## src/inc/irq_seq_regs.svh

```systemverilog
// register offsets, field positions, reset values and timing counts of the interrupt sequencer
`ifndef IRQ_SEQ_REGS_SVH
`define IRQ_SEQ_REGS_SVH
`define ADDR_EN_BANK_C 8'h2a
`define ADDR_EN_BANK_E 8'h2c
`define ADDR_EN_BANK_D 8'h2d
`define ADDR_EN_LOW 8'h3a
`define ADDR_EN_HIGH 8'h3b
`define ADDR_LATCH_BANK_C 8'h2b
`define ADDR_LATCH_BANK_E 8'h2e
`define ADDR_LATCH_BANK_D 8'h2f
`define ADDR_LATCH_LOW 8'h3c
`define ADDR_LATCH_HIGH 8'h3d
`define ADDR_NEST_CTRL 8'h3e
`define MASTER_BIT 0
`define EN_RESET 8'h00
`define ACCEPT_CYCLES 12
`define STACK_FRAME 5
`define NEST_WR_CLEAR 2'h1
`define NEST_WR_DOWN 2'h2
`define MAX_LATENCY_OSC 62
`endif

```

## src/inc/irq_seq_pkg.sv

```systemverilog
// types shared by the interrupt sequencer
package irq_seq_pkg;
  typedef enum logic [1:0] {st_run, st_accept} seq_state_t;
  typedef enum logic [2:0] {
    push_none, push_sw_high, push_sw_low, push_pc_ext, push_pc_high, push_pc_low
  } push_sel_t;
endpackage : irq_seq_pkg

```

## src/core/irq_prio_pick.sv

```systemverilog
// fixed priority picker: lowest source number wins
`timescale 1ns/100ps
module irq_prio_pick #(
  parameter int N = 40
) (
  input wire logic [N-1:0] req,
  output logic found,
  output logic [5:0] idx
);
  // scan from the top so the lowest index overwrites last
  always_comb begin
    found = 1'b0;
    idx = 6'h00;
    for (int i = N - 1; i >= 0; i--) begin
      if (req[i]) begin
        found = 1'b1;
        idx = 6'(i);
      end
    end
  end
endmodule : irq_prio_pick

```

## src/core/irq_enable_accept_sequencer.sv

```systemverilog
// maskable interrupt enable, latch and acceptance sequencer
`timescale 1ns/100ps
`include "irq_seq_regs.svh"
module irq_enable_accept_sequencer #(
  parameter int N_SRC = 40, // source slots, bits 0..2 hold master and non-maskables
  parameter int ACCEPT_CYCLES = `ACCEPT_CYCLES
) (
  input wire logic core_clk,
  input wire logic srst,
  input wire logic [7:0] reg_addr, // special function register address
  input wire logic reg_wr, // one-cycle write strobe
  input wire logic reg_rd, // read strobe, data one cycle later
  input wire logic [7:0] reg_wdata,
  output logic [7:0] reg_rdata,
  input wire logic [N_SRC-1:0] irq_set, // one-cycle pulses from sources
  input wire logic instr_last, // last cycle of the running instruction
  input wire logic global_on_instr, // sets master enable
  input wire logic global_off_instr, // clears master enable
  input wire logic maskable_return_instr, // pulse when return completes
  input wire logic nonmaskable_return_instr,
  input wire logic nmi_accept, // core accepts a nonmaskable event
  input wire logic [15:0] popped_status_word, // status word from stack on return
  input wire logic [15:0] status_word_in, // live status word of the core
  input wire logic [23:0] prog_counter_in, // return address
  input wire logic [15:0] stack_ptr_in,
  input wire logic [7:0] vector_data, // vector table byte at vector_addr
  output logic accept_busy, // core stalls while high
  output logic [5:0] accept_src,
  output logic push_valid,
  output logic [15:0] push_addr,
  output logic [7:0] push_data,
  output logic [15:0] stack_ptr_out,
  output logic stack_ptr_load,
  output logic [5:0] vector_addr, // slot index, byte offset in vector_byte
  output logic [1:0] vector_byte,
  output logic [23:0] prog_counter_out,
  output logic prog_counter_load, // pulse, handler start
  output logic [3:0] bank_selector,
  output logic master_irq_enable,
  output logic [1:0] nesting_level_flag
);
  // whole state in one packed struct
  typedef struct packed {
    logic master;
    logic [N_SRC-1:0] en;
    logic [N_SRC-1:0] latch;
    logic [3:0] bank;
    logic [3:0] cnt;
    logic [3:0] nest;
    logic [5:0] src;
    logic [23:0] vec;
    logic [2:0] push;
    logic [15:0] sp;
    logic [7:0] rdata;
    logic load;
    logic spload;
    logic pvalid;
    logic [15:0] paddr;
    logic [7:0] pdata;
    irq_seq_pkg::seq_state_t st;
  } state_t;

  state_t cur_reg;
  state_t cur_next;
  logic [N_SRC-1:0] acceptable;
  logic pick_found;
  logic [5:0] pick_idx;
  logic [15:0] sw_snap;

  // enable, latch and master all one
  assign acceptable = cur_reg.latch & cur_reg.en & {N_SRC{cur_reg.master}};

  irq_prio_pick #(.N(N_SRC)) u_pick (
    .req(acceptable),
    .found(pick_found),
    .idx(pick_idx)
  );

  // status word as stacked; acceptance only fires with the master flag set,
  // so the saved flag is one even after the clear has landed mid-push
  assign sw_snap = {status_word_in[15:1], 1'b1};

  // byte lane read of a 40-bit flag vector
  function automatic logic [7:0] lane(input logic [N_SRC-1:0] v, input int b);
    logic [63:0] w;
    w = 64'(v);
    return w[b*8 +: 8];
  endfunction : lane

  // pack the nesting counter into the two-bit flag
  function automatic logic [1:0] nest_flag(input logic [3:0] n);
    return (n > 4'h3) ? 2'h3 : n[1:0];
  endfunction : nest_flag

  // next-state logic
  always_comb begin
    cur_next = cur_reg;
    cur_next.load = 1'b0;
    cur_next.spload = 1'b0;
    cur_next.pvalid = 1'b0;
    cur_next.rdata = 8'h00;
    // sources raise latches; set wins over any clear below except the forced zero of bits 2:0
    // register reads, answer on the next cycle
    if (reg_rd) begin
      if (reg_addr == `ADDR_EN_LOW) begin
        cur_next.rdata = {cur_reg.en[7:1], cur_reg.master};
      end else if (reg_addr == `ADDR_EN_HIGH) begin
        cur_next.rdata = lane(cur_reg.en, 1);
      end else if (reg_addr == `ADDR_EN_BANK_E) begin
        cur_next.rdata = lane(cur_reg.en, 2);
      end else if (reg_addr == `ADDR_EN_BANK_D) begin
        cur_next.rdata = lane(cur_reg.en, 3);
      end else if (reg_addr == `ADDR_EN_BANK_C) begin
        cur_next.rdata = lane(cur_reg.en, 4);
      end else if (reg_addr == `ADDR_LATCH_LOW) begin
        cur_next.rdata = lane(cur_reg.latch, 0);
      end else if (reg_addr == `ADDR_LATCH_HIGH) begin
        cur_next.rdata = lane(cur_reg.latch, 1);
      end else if (reg_addr == `ADDR_LATCH_BANK_E) begin
        cur_next.rdata = lane(cur_reg.latch, 2);
      end else if (reg_addr == `ADDR_LATCH_BANK_D) begin
        cur_next.rdata = lane(cur_reg.latch, 3);
      end else if (reg_addr == `ADDR_LATCH_BANK_C) begin
        cur_next.rdata = lane(cur_reg.latch, 4);
      end else if (reg_addr == `ADDR_NEST_CTRL) begin
        cur_next.rdata = {6'h00, nest_flag(cur_reg.nest)};
      end
    end
    // register writes; latch bits can only be written to zero
    if (reg_wr) begin
      if (reg_addr == `ADDR_EN_LOW) begin
        cur_next.master = reg_wdata[`MASTER_BIT];
        cur_next.en[7:1] = reg_wdata[7:1];
      end else if (reg_addr == `ADDR_EN_HIGH) begin
        cur_next.en[15:8] = reg_wdata;
      end else if (reg_addr == `ADDR_EN_BANK_E) begin
        cur_next.en[23:16] = reg_wdata;
      end else if (reg_addr == `ADDR_EN_BANK_D) begin
        cur_next.en[31:24] = reg_wdata;
      end else if (reg_addr == `ADDR_EN_BANK_C) begin
        cur_next.en[39:32] = reg_wdata;
      end else if (reg_addr == `ADDR_LATCH_LOW) begin
        cur_next.latch[7:0] = cur_reg.latch[7:0] & reg_wdata;
      end else if (reg_addr == `ADDR_LATCH_HIGH) begin
        cur_next.latch[15:8] = cur_reg.latch[15:8] & reg_wdata;
      end else if (reg_addr == `ADDR_LATCH_BANK_E) begin
        cur_next.latch[23:16] = cur_reg.latch[23:16] & reg_wdata;
      end else if (reg_addr == `ADDR_LATCH_BANK_D) begin
        cur_next.latch[31:24] = cur_reg.latch[31:24] & reg_wdata;
      end else if (reg_addr == `ADDR_LATCH_BANK_C) begin
        cur_next.latch[39:32] = cur_reg.latch[39:32] & reg_wdata;
      end else if (reg_addr == `ADDR_NEST_CTRL) begin
        // codes 00 and 11 are reserved and ignored
        if (reg_wdata[1:0] == `NEST_WR_CLEAR) begin
          cur_next.nest = 4'h0;
        end else if (reg_wdata[1:0] == `NEST_WR_DOWN) begin
          // wraps below zero; software owns the count here
          cur_next.nest = cur_reg.nest - 4'h1;
        end
      end
    end
    // master enable instructions
    if (global_on_instr) begin
      cur_next.master = 1'b1;
    end else if (global_off_instr) begin
      cur_next.master = 1'b0;
    end
    // return instructions end the service task
    if (maskable_return_instr) begin
      cur_next.master = 1'b1;
      cur_next.nest = cur_reg.nest - 4'h1;
      cur_next.bank = popped_status_word[11:8];
      cur_next.sp = stack_ptr_in + 16'(`STACK_FRAME);
      cur_next.spload = 1'b1;
    end else if (nonmaskable_return_instr) begin
      // saved master flag only comes back if it was set
      cur_next.master = popped_status_word[`MASTER_BIT];
      cur_next.nest = cur_reg.nest - 4'h1;
      cur_next.bank = popped_status_word[11:8];
      cur_next.sp = stack_ptr_in + 16'(`STACK_FRAME);
      cur_next.spload = 1'b1;
    end
    case (cur_reg.st)
      irq_seq_pkg::st_run: begin
        // sample only at the instruction boundary
        if (instr_last && pick_found && !nmi_accept) begin
          cur_next.st = irq_seq_pkg::st_accept;
          cur_next.master = 1'b0;
          cur_next.latch[pick_idx] = 1'b0;
          cur_next.src = pick_idx;
          cur_next.cnt = 4'h0;
          cur_next.push = 3'(irq_seq_pkg::push_sw_high);
          cur_next.sp = stack_ptr_in;
          cur_next.paddr = stack_ptr_in;
          cur_next.pdata = sw_snap[15:8];
          cur_next.pvalid = 1'b1;
        end
      end
      irq_seq_pkg::st_accept: begin
        // one step per machine cycle, fixed length
        cur_next.cnt = cur_reg.cnt + 4'h1;
        case (cur_reg.cnt)
          4'h0: begin
            cur_next.pvalid = 1'b1;
            cur_next.paddr = cur_reg.sp - 16'h0001;
            cur_next.pdata = sw_snap[7:0];
          end
          4'h1: begin
            cur_next.pvalid = 1'b1;
            cur_next.paddr = cur_reg.sp - 16'h0002;
            cur_next.pdata = prog_counter_in[23:16];
          end
          4'h2: begin
            cur_next.pvalid = 1'b1;
            cur_next.paddr = cur_reg.sp - 16'h0003;
            cur_next.pdata = prog_counter_in[15:8];
          end
          4'h3: begin
            cur_next.pvalid = 1'b1;
            cur_next.paddr = cur_reg.sp - 16'h0004;
            cur_next.pdata = prog_counter_in[7:0];
          end
          4'h4: begin
            cur_next.sp = cur_reg.sp - 16'(`STACK_FRAME);
            cur_next.spload = 1'b1;
          end
          4'h6: cur_next.vec[7:0] = vector_data;
          4'h7: cur_next.vec[15:8] = vector_data;
          4'h8: cur_next.vec[23:16] = vector_data;
          4'h9: cur_next.bank = cur_reg.bank + vector_data[7:4];
          default: begin
          end
        endcase
        if (cur_reg.cnt == 4'(ACCEPT_CYCLES - 2)) begin
          cur_next.nest = cur_reg.nest + 4'h1;
          cur_next.load = 1'b1;
          cur_next.st = irq_seq_pkg::st_run;
        end
      end
      default: cur_next.st = irq_seq_pkg::st_run;
    endcase
    // new requests beat every clear this cycle, except in bits 2:0, which are held at zero
    cur_next.latch = cur_next.latch | irq_set;
    cur_next.latch[2:0] = 3'h0;
  end

  // state register, master and enables clear on reset
  always_ff @(posedge core_clk) begin
    if (srst) begin
      cur_reg <= '0;
      cur_reg.en <= {N_SRC{1'b0}};
      cur_reg.st <= irq_seq_pkg::st_run;
    end else begin
      cur_reg <= cur_next;
    end
  end

  // vector table read address: byte 0..2 entry, byte 3 bank code
  // each byte is presented in the cycle whose closing edge captures it,
  // since the table answers combinationally
  always_comb begin
    vector_byte = 2'h0;
    if (cur_reg.cnt == 4'h7) begin
      vector_byte = 2'h1;
    end else if (cur_reg.cnt == 4'h8) begin
      vector_byte = 2'h2;
    end else if (cur_reg.cnt >= 4'h9) begin
      vector_byte = 2'h3;
    end
  end

  assign vector_addr = cur_reg.src;
  assign accept_busy = (cur_reg.st == irq_seq_pkg::st_accept);
  assign accept_src = cur_reg.src;
  assign push_valid = cur_reg.pvalid;
  assign push_addr = cur_reg.paddr;
  assign push_data = cur_reg.pdata;
  assign stack_ptr_out = cur_reg.sp;
  assign stack_ptr_load = cur_reg.spload;
  assign prog_counter_out = cur_reg.vec;
  assign prog_counter_load = cur_reg.load;
  assign bank_selector = cur_reg.bank;
  assign master_irq_enable = cur_reg.master;
  assign nesting_level_flag = nest_flag(cur_reg.nest);
  assign reg_rdata = cur_reg.rdata;
endmodule : irq_enable_accept_sequencer

```

## config.mk

```make
export PLATFORM = sky130hd
export DESIGN_NAME = irq_enable_accept_sequencer
export DESIGN_NICKNAME = d
export VERILOG_FILES = /design/src/inc/irq_seq_pkg.sv /design/src/core/irq_prio_pick.sv /design/src/core/irq_enable_accept_sequencer.sv
export VERILOG_INCLUDE_DIRS = /design/src /design/src/inc
export SDC_FILE = /design/constraint.sdc
export NUM_CORES = 1
export LEC_CHECK = 0
export BUFFER_PORTS_ARGS = -buffer_cell sky130_fd_sc_hd__buf_2
export CORE_ASPECT_RATIO = 2
export CORE_MARGIN = 3
export CORE_UTILIZATION = 51
export CTS_BUF_LIST = sky130_fd_sc_hd__clkbuf_2
export CTS_CLUSTER_DIAMETER = 100
export DETAILED_ROUTE_END_ITERATION = 8
export PLACE_DENSITY = 0.79
export SYNTH_ARGS = -nofsm -noshare
export SYNTH_HDL_FRONTEND = slang
export SYNTH_SLANG_ARGS = --single-unit
```

## constraint.sdc

```tcl
create_clock -name core_clk -period 2.6 [get_ports core_clk]
set_clock_uncertainty 0.05 [all_clocks]
set_input_delay 0.13 -clock core_clk [delete_from_list [all_inputs] [get_ports core_clk]]
set_output_delay 0.13 -clock core_clk [all_outputs]
set_load 0.01 [all_outputs]
```

==> impl.org, run 1 <==
** GRT
- Overall fraction of global-route tracks in use :: 0.642
- Pin count of the biggest net entering global routing :: 151
- For this run the aggregate overflow at the end of global routing stands at 9.

** Floorplan
- 243 I/O pins were placed.
- The initial utilization of the core area, before any placement, comes to 0.525.
- DIE WIDTH :: 109 um
- Die extent in y :: 212 um
- Row generation in the floorplan step produced 74 rows.

** Synth
- The synthesized netlist occupies a cell area of 0.0108 mm2.
- Average cell area after synthesis :: 7.54 um2
- Cell taking the most area after synthesis :: dfxtp_1
- Of the post-synthesis cell area, the dominant cell type holds 0.316.
- Top area cells in the synthesized netlist :: dfxtp_1, nand2_1, buf_4
- Number of distinct library cells after synthesis :: 78
- Cell count after synthesis :: 1438
- During synthesis, Yosys emitted a total of 0 warnings.
- Total nets after synthesis :: 1603
- Number of register bits inferred by synthesis :: 171
- Number of flops mapped to enable cells by yosys :: 0
- Share of the yosys chip area belonging to registers :: 0.316
- In the synthesized netlist the dominant register cell turns out to be dfxtp_1.
- Of all flip-flops after synthesis, the portion carrying an async set or reset was 0.

** Outcome
- Progress stopped at global routing (5_1_grt).
- Err :: [ERROR GRT-0232] Routing congestion too high. Check the congestion heatmap in the GUI.
- The run stopped with a tool error.

** Placed design
- Number of cells after detailed placement :: 1940
- Detailed placement ended at an HPWL of 40700 um.
- Final GP Congestion :: 1.08
- Number of port buffers :: 227

** STA
- Worst-path end type :: register data pin
- End pin of the worst setup path after global-route repair :: push_addr[13]$_SDFFE_PP0P_/D

** Clock network
- Total CTS buffers :: 17
- Worst-case clock buffer depth :: 2
- Library cell used as clock root buffer :: clkbuf_2
- Counting every sink on the clock net gives 171.
- In this run the number of H-tree levels came out at 4.
[metal layers]
| layer | GRT overflow | global-route usage |
|---|---|---|
| met5 | 0 | 0.00893 |
| met4 | 3 | 0.745 |
| met3 | 0 | 0.379 |
| met2 | 6 | 0.885 |
| met1 | 0 | 0.597 |
[kinds of logic after synthesis]
kind of cell | count (synthesis) | share of synthesized area
AO/OA/AOI/OAI | 456 | 0.285
XOR/XNOR | 22 | 0.0178
adder cells (fa/ha/maj) | 19 | 0.0233
buffers and inverters | 223 | 0.110
flip-flops | 171 | 0.316
multiplexers | 25 | 0.0270
AND/OR/NAND/NOR | 522 | 0.222
[synth_stat cells (8+ instances only)]
| cell | instances |
|---|---|
| inv_1 | 37 |
| nor3_1 | 33 |
| a22oi_1 | 38 |
| nand3_1 | 63 |
| o21a_1 | 14 |
| o22ai_1 | 10 |
| a22o_1 | 16 |
| o211ai_1 | 22 |
| xor2_1 | 10 |
| mux2i_1 | 18 |
| a31oi_1 | 21 |
| clkbuf_1 | 81 |
| o31ai_1 | 14 |
| xnor2_1 | 12 |
| and2_1 | 15 |
| and3_1 | 8 |
| buf_2 | 9 |
| ha_1 | 17 |
| nand2b_1 | 9 |
| a311oi_1 | 10 |
| nor4_1 | 21 |
| nand2_1 | 211 |
| o21ai_0 | 71 |
| nor2_1 | 113 |
| a21oi_1 | 121 |
| nor3b_1 | 9 |
| dfxtp_1 | 171 |
| buf_4 | 88 |
| a221oi_1 | 38 |
[stage by stage]
step           setup WS, ns  utilization  hold WS, ns  cell area, um2
4_1_cts             0.00154        0.752      0.00205           15500
3_5_place_dp         -0.256        0.620        0.281           12800
3_3_place_gp         -0.196        0.620        0.276           12800
2_1_floorplan        0.0502            -        0.188           10800
[what timing repair did]
item | CTS
hold buffers | 226
endpoints found under the hold margin | 171
pin swaps | 8
resized for setup | 21
setup buffers | 5
cloned | 2
setup endpoints to repair | 50
==> run 2: changes to the inputs <==
--- a/config.mk
+++ b/config.mk
@@ -7,13 +7,10 @@
 export NUM_CORES = 1
 export LEC_CHECK = 0
 export BUFFER_PORTS_ARGS = -buffer_cell sky130_fd_sc_hd__buf_2
-export CORE_ASPECT_RATIO = 2
 export CORE_MARGIN = 3
-export CORE_UTILIZATION = 51
-export CTS_BUF_LIST = sky130_fd_sc_hd__clkbuf_2
-export CTS_CLUSTER_DIAMETER = 100
+export CORE_UTILIZATION = 40
 export DETAILED_ROUTE_END_ITERATION = 8
-export PLACE_DENSITY = 0.79
+export PLACE_DENSITY_LB_ADDON = 0.15
 export SYNTH_ARGS = -nofsm -noshare
 export SYNTH_HDL_FRONTEND = slang
 export SYNTH_SLANG_ARGS = --single-unit
==> constraint.sdc (replaced) <==
create_clock -name core_clk -period 3.38 [get_ports core_clk]
set_clock_uncertainty 0.05 [all_clocks]
set_input_delay 0.169 -clock core_clk [delete_from_list [all_inputs] [get_ports core_clk]]
set_output_delay 0.169 -clock core_clk [all_outputs]
set_load 0.01 [all_outputs]
==> run 2 against run 1 <==
Compared with the run above: the flow now finishes without violations; synthesized cell count is the same; synthesized area is the same.
==> impl.org, run 2 <==
** Outcome
- Run status :: finished clean

** Power and ir drop
- Power, Total :: 4930 uW
- Pwr dens :: 382 mW/mm2
- Static Leak :: 0.00510 uW
- Across the VDD grid, the largest voltage drop is 0.317 mV.

** Floorplan
- Standard cell core area :: 0.0264 mm2
- Die area :: 0.0291 mm2
- Top-level port count :: 243 (unchanged)
- The initial cell density of the core came to 0.411 (-0.114).
- DIE WIDTH :: 171 um (+56%)
- The number of rows in the core area came to 59 (-20%).
- Die extent in y :: 171 um (-20%)

** Critical path
- End point of the critical path :: push_addr[8]
- In this run the critical register-to-register path is launched from cur_reg[161].
- Endpoint required time on the critical path :: 3.64 ns
- STA classifies the critical path endpoint as a flip-flop.
- The endpoint identified for the worst register-to-register timing path is push_addr[8].
- Setup slack on the worst reg-to-reg path comes out at 0.34 ns.
- Worst-path maximum fanout :: 11
- Measured in cells, the most critical reg-to-reg path has a length of 7.
- For the worst setup path, the data arrival time is 3.30 ns.
- Tracing the worst setup path back leads to its startpoint at cur_reg[161].
- Type of the setup path with the least slack :: flip-flop to flip-flop
- Category of the worst setup path launch point :: flip-flop

** Synth
- The post-synthesis register bit count was 171 (unchanged).
- Of all cell types, the one taking the most synthesized area is dfxtp_1.
- The number of instances in the synthesized netlist was 1438 (unchanged).
- The cell area after technology mapping is 0.0108 mm2 (unchanged).
- The async set-reset flop share out of synthesis was 0 (unchanged).
- By count the netlist is led by nand2_1, dfxtp_1, a21oi_1, nor2_1, buf_4.
- The share of synthesized area occupied by flip-flops and latches is 0.316 (unchanged).
- The number of distinct library cell variants in the gate-level netlist after synthesis came to 78 (unchanged).
- The net count after synthesis is 1603 (unchanged).
- The total number of yosys warnings came to 0 (unchanged).
- Most frequent cell after synthesis :: nand2_1
- Post-synth top area share :: 0.316 (unchanged)
- The number of enable-type register cells in the synthesized netlist is 0 (unchanged).
- Ys flop type :: dfxtp_1
- The average cell area after synthesis came to 7.54 um2 (unchanged).
- Top area cells in the synthesized netlist :: dfxtp_1, nand2_1, buf_4

** Cells and area
- Share of cells above drive strength 1 :: 0.206
- From synthesis to final layout, the design area changed by 19.1%.
- The register with the most flip-flops in the layout has 85 of them.
- Top library cells by usage in the layout, fill and taps aside :: buf_2, nand2_1, dfxtp_1
- Count of filler cells inserted in the layout :: 2608
- Leaving out fill and tap cells, the most frequent cell in the layout is buf_2.
- The net count of the finished layout is 1772.

** Clock network
- The total number of H-tree levels came to 4 (unchanged).
- The deepest clock path buffer count was 2 (unchanged).
- CTS clock-pin slew for the worst setup and hold paths :: 0.08 ns
- Clock network latency to the later pin of the worst-skew pair :: 0.45 ns
- Num Clock Sinks :: 171 (unchanged)
- The number of buffers created by CTS is 17 (unchanged).
- Clock tree from TritonCTS :: yes
- Library cell used as clock root buffer :: clkbuf_16

** Flow run
- Max-cap check violation count :: 0

** STA
- Tightest Pin Transition :: 1.06 ns
- Max_slew headroom :: 0.295
- The hold violation count in the final report was 0.
- Setup total negative slack on the finished layout was measured at 0 ns.
- Final period util :: 0.899
- For the finished layout, the period the worst path requires is 3.04 ns.
- Setup violations remaining at the end of the flow were counted as 0.
- RSZ-0062 raised after global routing :: no
- Derived from the worst setup path, the maximum achievable clock frequency is 329 MHz.
- Total count of max-transition violations in the final report :: 0

** GRT
- First-pass GRT wire length :: 64200 um
- Gr ovfl total :: 0
- The number of global-route vias before repair is 10900.
- Overall fraction of global-route tracks in use :: 0.284
- Antenna violations before repair :: 0
- Pin count of the biggest net entering global routing :: 84

** Drt
- Number of vias in the routed layout :: 11700
- Final Routed Wirelength :: 42700 um
- Number of iterations in the first detailed-routing pass :: 6
- For this run, design rule violations remaining after detail routing come to 0.
- Drt via density :: 6.00
- Antenna Nets Post-Route :: 0
- Avg WL per Cell :: 21.8 um
- Starting DRC count in detailed routing :: 1451

** Worst hold path
- Hold Path Class :: primary input to flip-flop

** Placed design
- Number of port buffers :: 227 (unchanged)
- Post-detail-place hpwl :: 31600 um (-22%)
- The final weighted congestion of routability-driven global placement came to 0.964 (-10%).
[run 2: cells by family (layout without fill, tap and decap cells)]
| kind of cell | after synthesis | in the layout | share of synthesized area |
|---|---|---|---|
| compound gates | 456 | 456 | 0.285 |
| buf+inv | 223 | 405 | 0.110 |
| flops | 171 | 171 | 0.316 |
| xor+xnor | 22 | 22 | 0.0178 |
| fa+ha+maj | 19 | 19 | 0.0233 |
| mux | 25 | 25 | 0.0270 |
| other cells | 0 | 1 | 0 |
| simple gates | 522 | 522 | 0.222 |
[run 2: layout make-up]
cell class | instances | area (um2) | share of cell area
multi-input combinational | 1044 | 6260 | 0.485
timing repair buffer | 334 | 2080 | 0.161
tap | 335 | 419 | 0.0325
clock inverter | 15 | 154 | 0.0119
antenna | 1 | 2.50 | 0.000194
inverter | 39 | 146 | 0.0113
sequential | 171 | 3420 | 0.265
clock buffer | 17 | 425 | 0.0329
[run 2: worst min path at each step]
stage | from | endpoint | depth (start not counted)
after detailed placement | irq_set[28] | cur_reg[126] | 3
after global placement | irq_set[28] | cur_reg[126] | 3
after CTS | stack_ptr_in[15] | stack_ptr_out[15] | 3
after floorplan | irq_set[20] | cur_reg[118] | 2
after global routing | stack_ptr_in[15] | stack_ptr_out[15] | 3
final | popped_status_word[11] | bank_selector[3] | 3
[run 2: where the power goes]
group | total (uW) | leakage [uW] | switching [uW] | internal [uW]
Sequential | 2190 | 0.00140 | 109 | 2080
Combinational | 752 | 0.00343 | 437 | 315
Clock | 1990 | 0.000277 | 1000 | 988
[run 2: per-layer routing]
metal	global-route usage	part of all wire	routed length [um]	vias up
met5	0	0	0	-
met2	0.405	0.41	17400	667
met1	0.417	0.46	19500	5473
met4	0.0861	0.025	1050	0
li1	-	-	-	5523
met3	0.0746	0.11	4690	74
[run 2: worst max-delay path: stages (launching register included)]
cell and delay (ns):
dfxtp_1 0.44, a22oi_1 0.20, a41oi_1 0.50, nor3b_2 0.15, a21oi_1 0.86, nand2_1 0.41, nand3_1 0.19, a31oi_1 0.09
[run 2: through the flow]
| step | cell area [um2] | setup WS [ns] | hold WS [ns] | util | instances |
|---|---|---|---|---|---|
| detailed placement | 11800 | 0.418 | 0.323 | 0.446 | 1866 |
| global placement | 11800 | 0.379 | 0.319 | 0.446 | 1866 |
| floorplan | 10800 | 0.830 | 0.227 | - | 1438 |
| global route | 12900 | 0.146 | 0.00491 | 0.490 | 1955 |
| finish | 12900 | 0.341 | 0.00988 | 0.490 | 1956 |
| CTS | 12900 | 0.408 | 0.000312 | 0.490 | 1955 |
[run 2: what timing repair did]
action	in CTS	in global routing
hold buffers	57	0
gates resized for setup	0	0
endpoints found under the setup margin	0	0
setup buffers	0	0
endpoints found under the hold margin	73	0
Note: power is estimated with default switching activity, not from simulation.
==> run 3: changes to the inputs <==
--- a/config.mk
+++ b/config.mk
@@ -10,6 +10,7 @@
 export CORE_MARGIN = 3
 export CORE_UTILIZATION = 40
 export DETAILED_ROUTE_END_ITERATION = 8
+export HOLD_SLACK_MARGIN = 0.03
 export PLACE_DENSITY_LB_ADDON = 0.15
 export SYNTH_ARGS = -nofsm -noshare
 export SYNTH_HDL_FRONTEND = slang
==> run 3 against run 2 <==
Compared with the run above: first-iteration DRC count fell by 3.0%; sequential share of layout area fell by 0.14 points; fmax fell by 1.4%; wire length barely moved; highest routed layer unchanged; critical path depth did not move; hold slack improved by 0.030 ns; largest cell class unchanged; global-route usage barely moved; critical path type unchanged; register-to-register slack got worse by 0.04 ns.
==> impl.org, run 3 (synthesis results as in run 2) <==
** Drt
- Starting DRC count in detailed routing :: 1408 (-3.0%)
- Number of iterations in the first detailed-routing pass :: 6 (unchanged)
- The aggregate routed wire length is 42700 um (about the same).
- The number of nets with antenna violations after routing came to 0 (unchanged).
- The average detailed-routed wire length per instance came to 21.7 um (-0.34%).
- The number of vias per cell came to 6.01 (+0.21%).
- Number of vias in the routed layout :: 11800 (+0.52%)
- Post-route DRC :: 0 (unchanged)

** Floorplan
- Die area :: 0.0291 mm2 (unchanged)
- Initial core utilization :: 0.411 (unchanged)
- The count of pins on the block boundary came to 243 (unchanged).
- The placeable core region came to 0.0264 mm2 (unchanged).
- The number of rows in the core area came to 59 (unchanged).
- Die extent in y :: 171 um (unchanged)
- DIE WIDTH :: 171 um (unchanged)

** Clock network
- Library cell used as clock root buffer :: clkbuf_16
- Total CTS buffers :: 17 (unchanged)
- Num Clock Sinks :: 171 (unchanged)
- Worst-case clock buffer depth :: 2 (unchanged)
- The clock-pin slew on the worst setup and hold paths came to 0.08 ns (about the same).
- The number of buffers inserted by post-CTS setup repair is 0 (unchanged).
- TritonCTS built the clock tree.
- Deepest level of the CTS H-tree :: 4 (unchanged)
- Clock network latency to the later pin of the worst-skew pair :: 0.44 ns (about the same)

** Critical path
- Category of the worst setup path launch point :: flip-flop
- Critical path arrival :: 3.35 ns (+0.05 ns)
- STA classifies the critical path endpoint as a flip-flop.
- Type of the setup path with the least slack :: flip-flop to flip-flop
- The critical path required time is 3.64 ns (about the same).
- Worst-path maximum fanout :: 11 (unchanged)

** Cells and area
- Number of flip-flops in the largest register :: 85 (unchanged)
- From synthesis to final layout, the design area changed by 19.7%.
- The final cell count without fillers was 1962 (+0.31%).
- Antenna fix cells :: 0 (-1)
- The library cell used most frequently in the layout, excluding fill and tap cells, is buf_2.
- The layout net count is 1779 (+0.40%).
- The fraction of layout instances using a drive strength above 1 is 0.205 (-0.000884).
- In the layout the commonest cells are buf_2, nand2_1, dfxtp_1.
- Count of filler cells inserted in the layout :: 2597 (-0.42%)

** Placed design
- Final GP Congestion :: 0.964 (unchanged)
- Post-detail-place hpwl :: 31600 um (unchanged)
- Number of cells after detailed placement :: 1866 (unchanged)
- The number of buffers added on ports was 227 (unchanged).

** Flow run
- Max-cap check violation count :: 0 (unchanged)

** GRT
- Gr ovfl total :: 0 (unchanged)
- Antenna violations before repair :: 0 (unchanged)
- The pin count of the biggest net entering global routing is 84 (unchanged).
- Vias in the first global route :: 11000 (+0.39%)
- Overall fraction of global-route tracks in use :: 0.284 (+0.000340)
- First-pass GRT wire length :: 64300 um (+0.15%)

** STA
- Max_slew headroom :: 0.267 (-0.0280)
- Fmax :: 324 MHz (-1.4%)
- Total count of hold-check failures in the final report :: 0 (unchanged)
- The part of the cycle the worst path needs was 0.912 (+0.0127).
- Setup repair after global routing left no endpoint under its margin.
- The transition at the pin with the smallest max-transition slack was 1.10 ns (+0.0420 ns).
- The aggregate negative setup slack came to 0 ns (unchanged).
- Final setup violating endpoints :: 0 (unchanged)
- Crit path time final :: 3.08 ns (+0.0430 ns)
- The max-slew violation count was 0 (unchanged).

** Power and ir drop
- The peak ir drop on the vdd network was 0.315 mV (-0.79%).
- Static Leak :: 0.00513 uW (+0.57%)
- The power per cell area was 380 mW/mm2 (-0.48%).

** Outcome
- The run finished with clean final reports.

** Worst hold path
- Hold Path Class :: primary input to flip-flop
[run 3: routing by layer]
layer | up-vias | global-route usage | share of wire
li1 | 5535 | - | -
met1 | 5522 | 0.417 | 0.46
met2 | 665 | 0.405 | 0.41
met3 | 76 | 0.0744 | 0.11
met4 | 0 | 0.0871 | 0.024
met5 | - | 0 | 0
[run 3: path summary, 6_finish.rpt]
kind                         start                    to  slack [ns]  depth (start not counted)
max                   cur_reg[161]          push_addr[8]        0.30                          7
min          popped_status_word[9]      bank_selector[1]        0.04                          5
max reg2reg           cur_reg[161]          push_addr[8]        0.30                          7
min reg2reg   prog_counter_out[14]  prog_counter_out[14]        0.40                          2
[run 3: power by group]
part	internal, uW	switching, uW	total, uW
Clock	988	999	1990
Sequential	2080	108	2180
Combinational	320	437	757
[run 3: area by class of cell]
type	count	area, um2	area share
clock buffers	17	425	0.0328
inverters	39	146	0.0113
flip-flops and latches	171	3420	0.264
multi-input cells	1044	6260	0.482
clock inverters	15	154	0.0119
well taps	335	419	0.0323
repair buffers	341	2150	0.166
[run 3: stage by stage]
step | worst slack (ns) | util | cell area [um2] | hold WS, ns | power, uW
after global placement | 0.379 | 0.446 | 11800 | 0.319 | 2910
after floorplan | 0.830 | - | 10800 | 0.227 | 2620
after detailed placement | 0.418 | 0.446 | 11800 | 0.323 | 2910
after CTS | 0.408 | 0.492 | 13000 | 0.0333 | 4940
after global routing | 0.153 | 0.492 | 13000 | 0.0388 | 5110
final | 0.298 | 0.492 | 13000 | 0.0401 | 4930
[run 3: worst max-delay path, stage by stage (launching register included)]
cell and delay, ns:
dfxtp_1 0.45, a22oi_1 0.21, a41oi_1 0.51, nor3b_2 0.15
a21oi_1 0.89, nand2_1 0.41, nand3_1 0.19, a31oi_1 0.09
[run 3: what timing repair did]
action	4_1_cts	5_1_grt
resized for setup	0	0
hold buffers	64	0
endpoints found under the hold margin	82	0
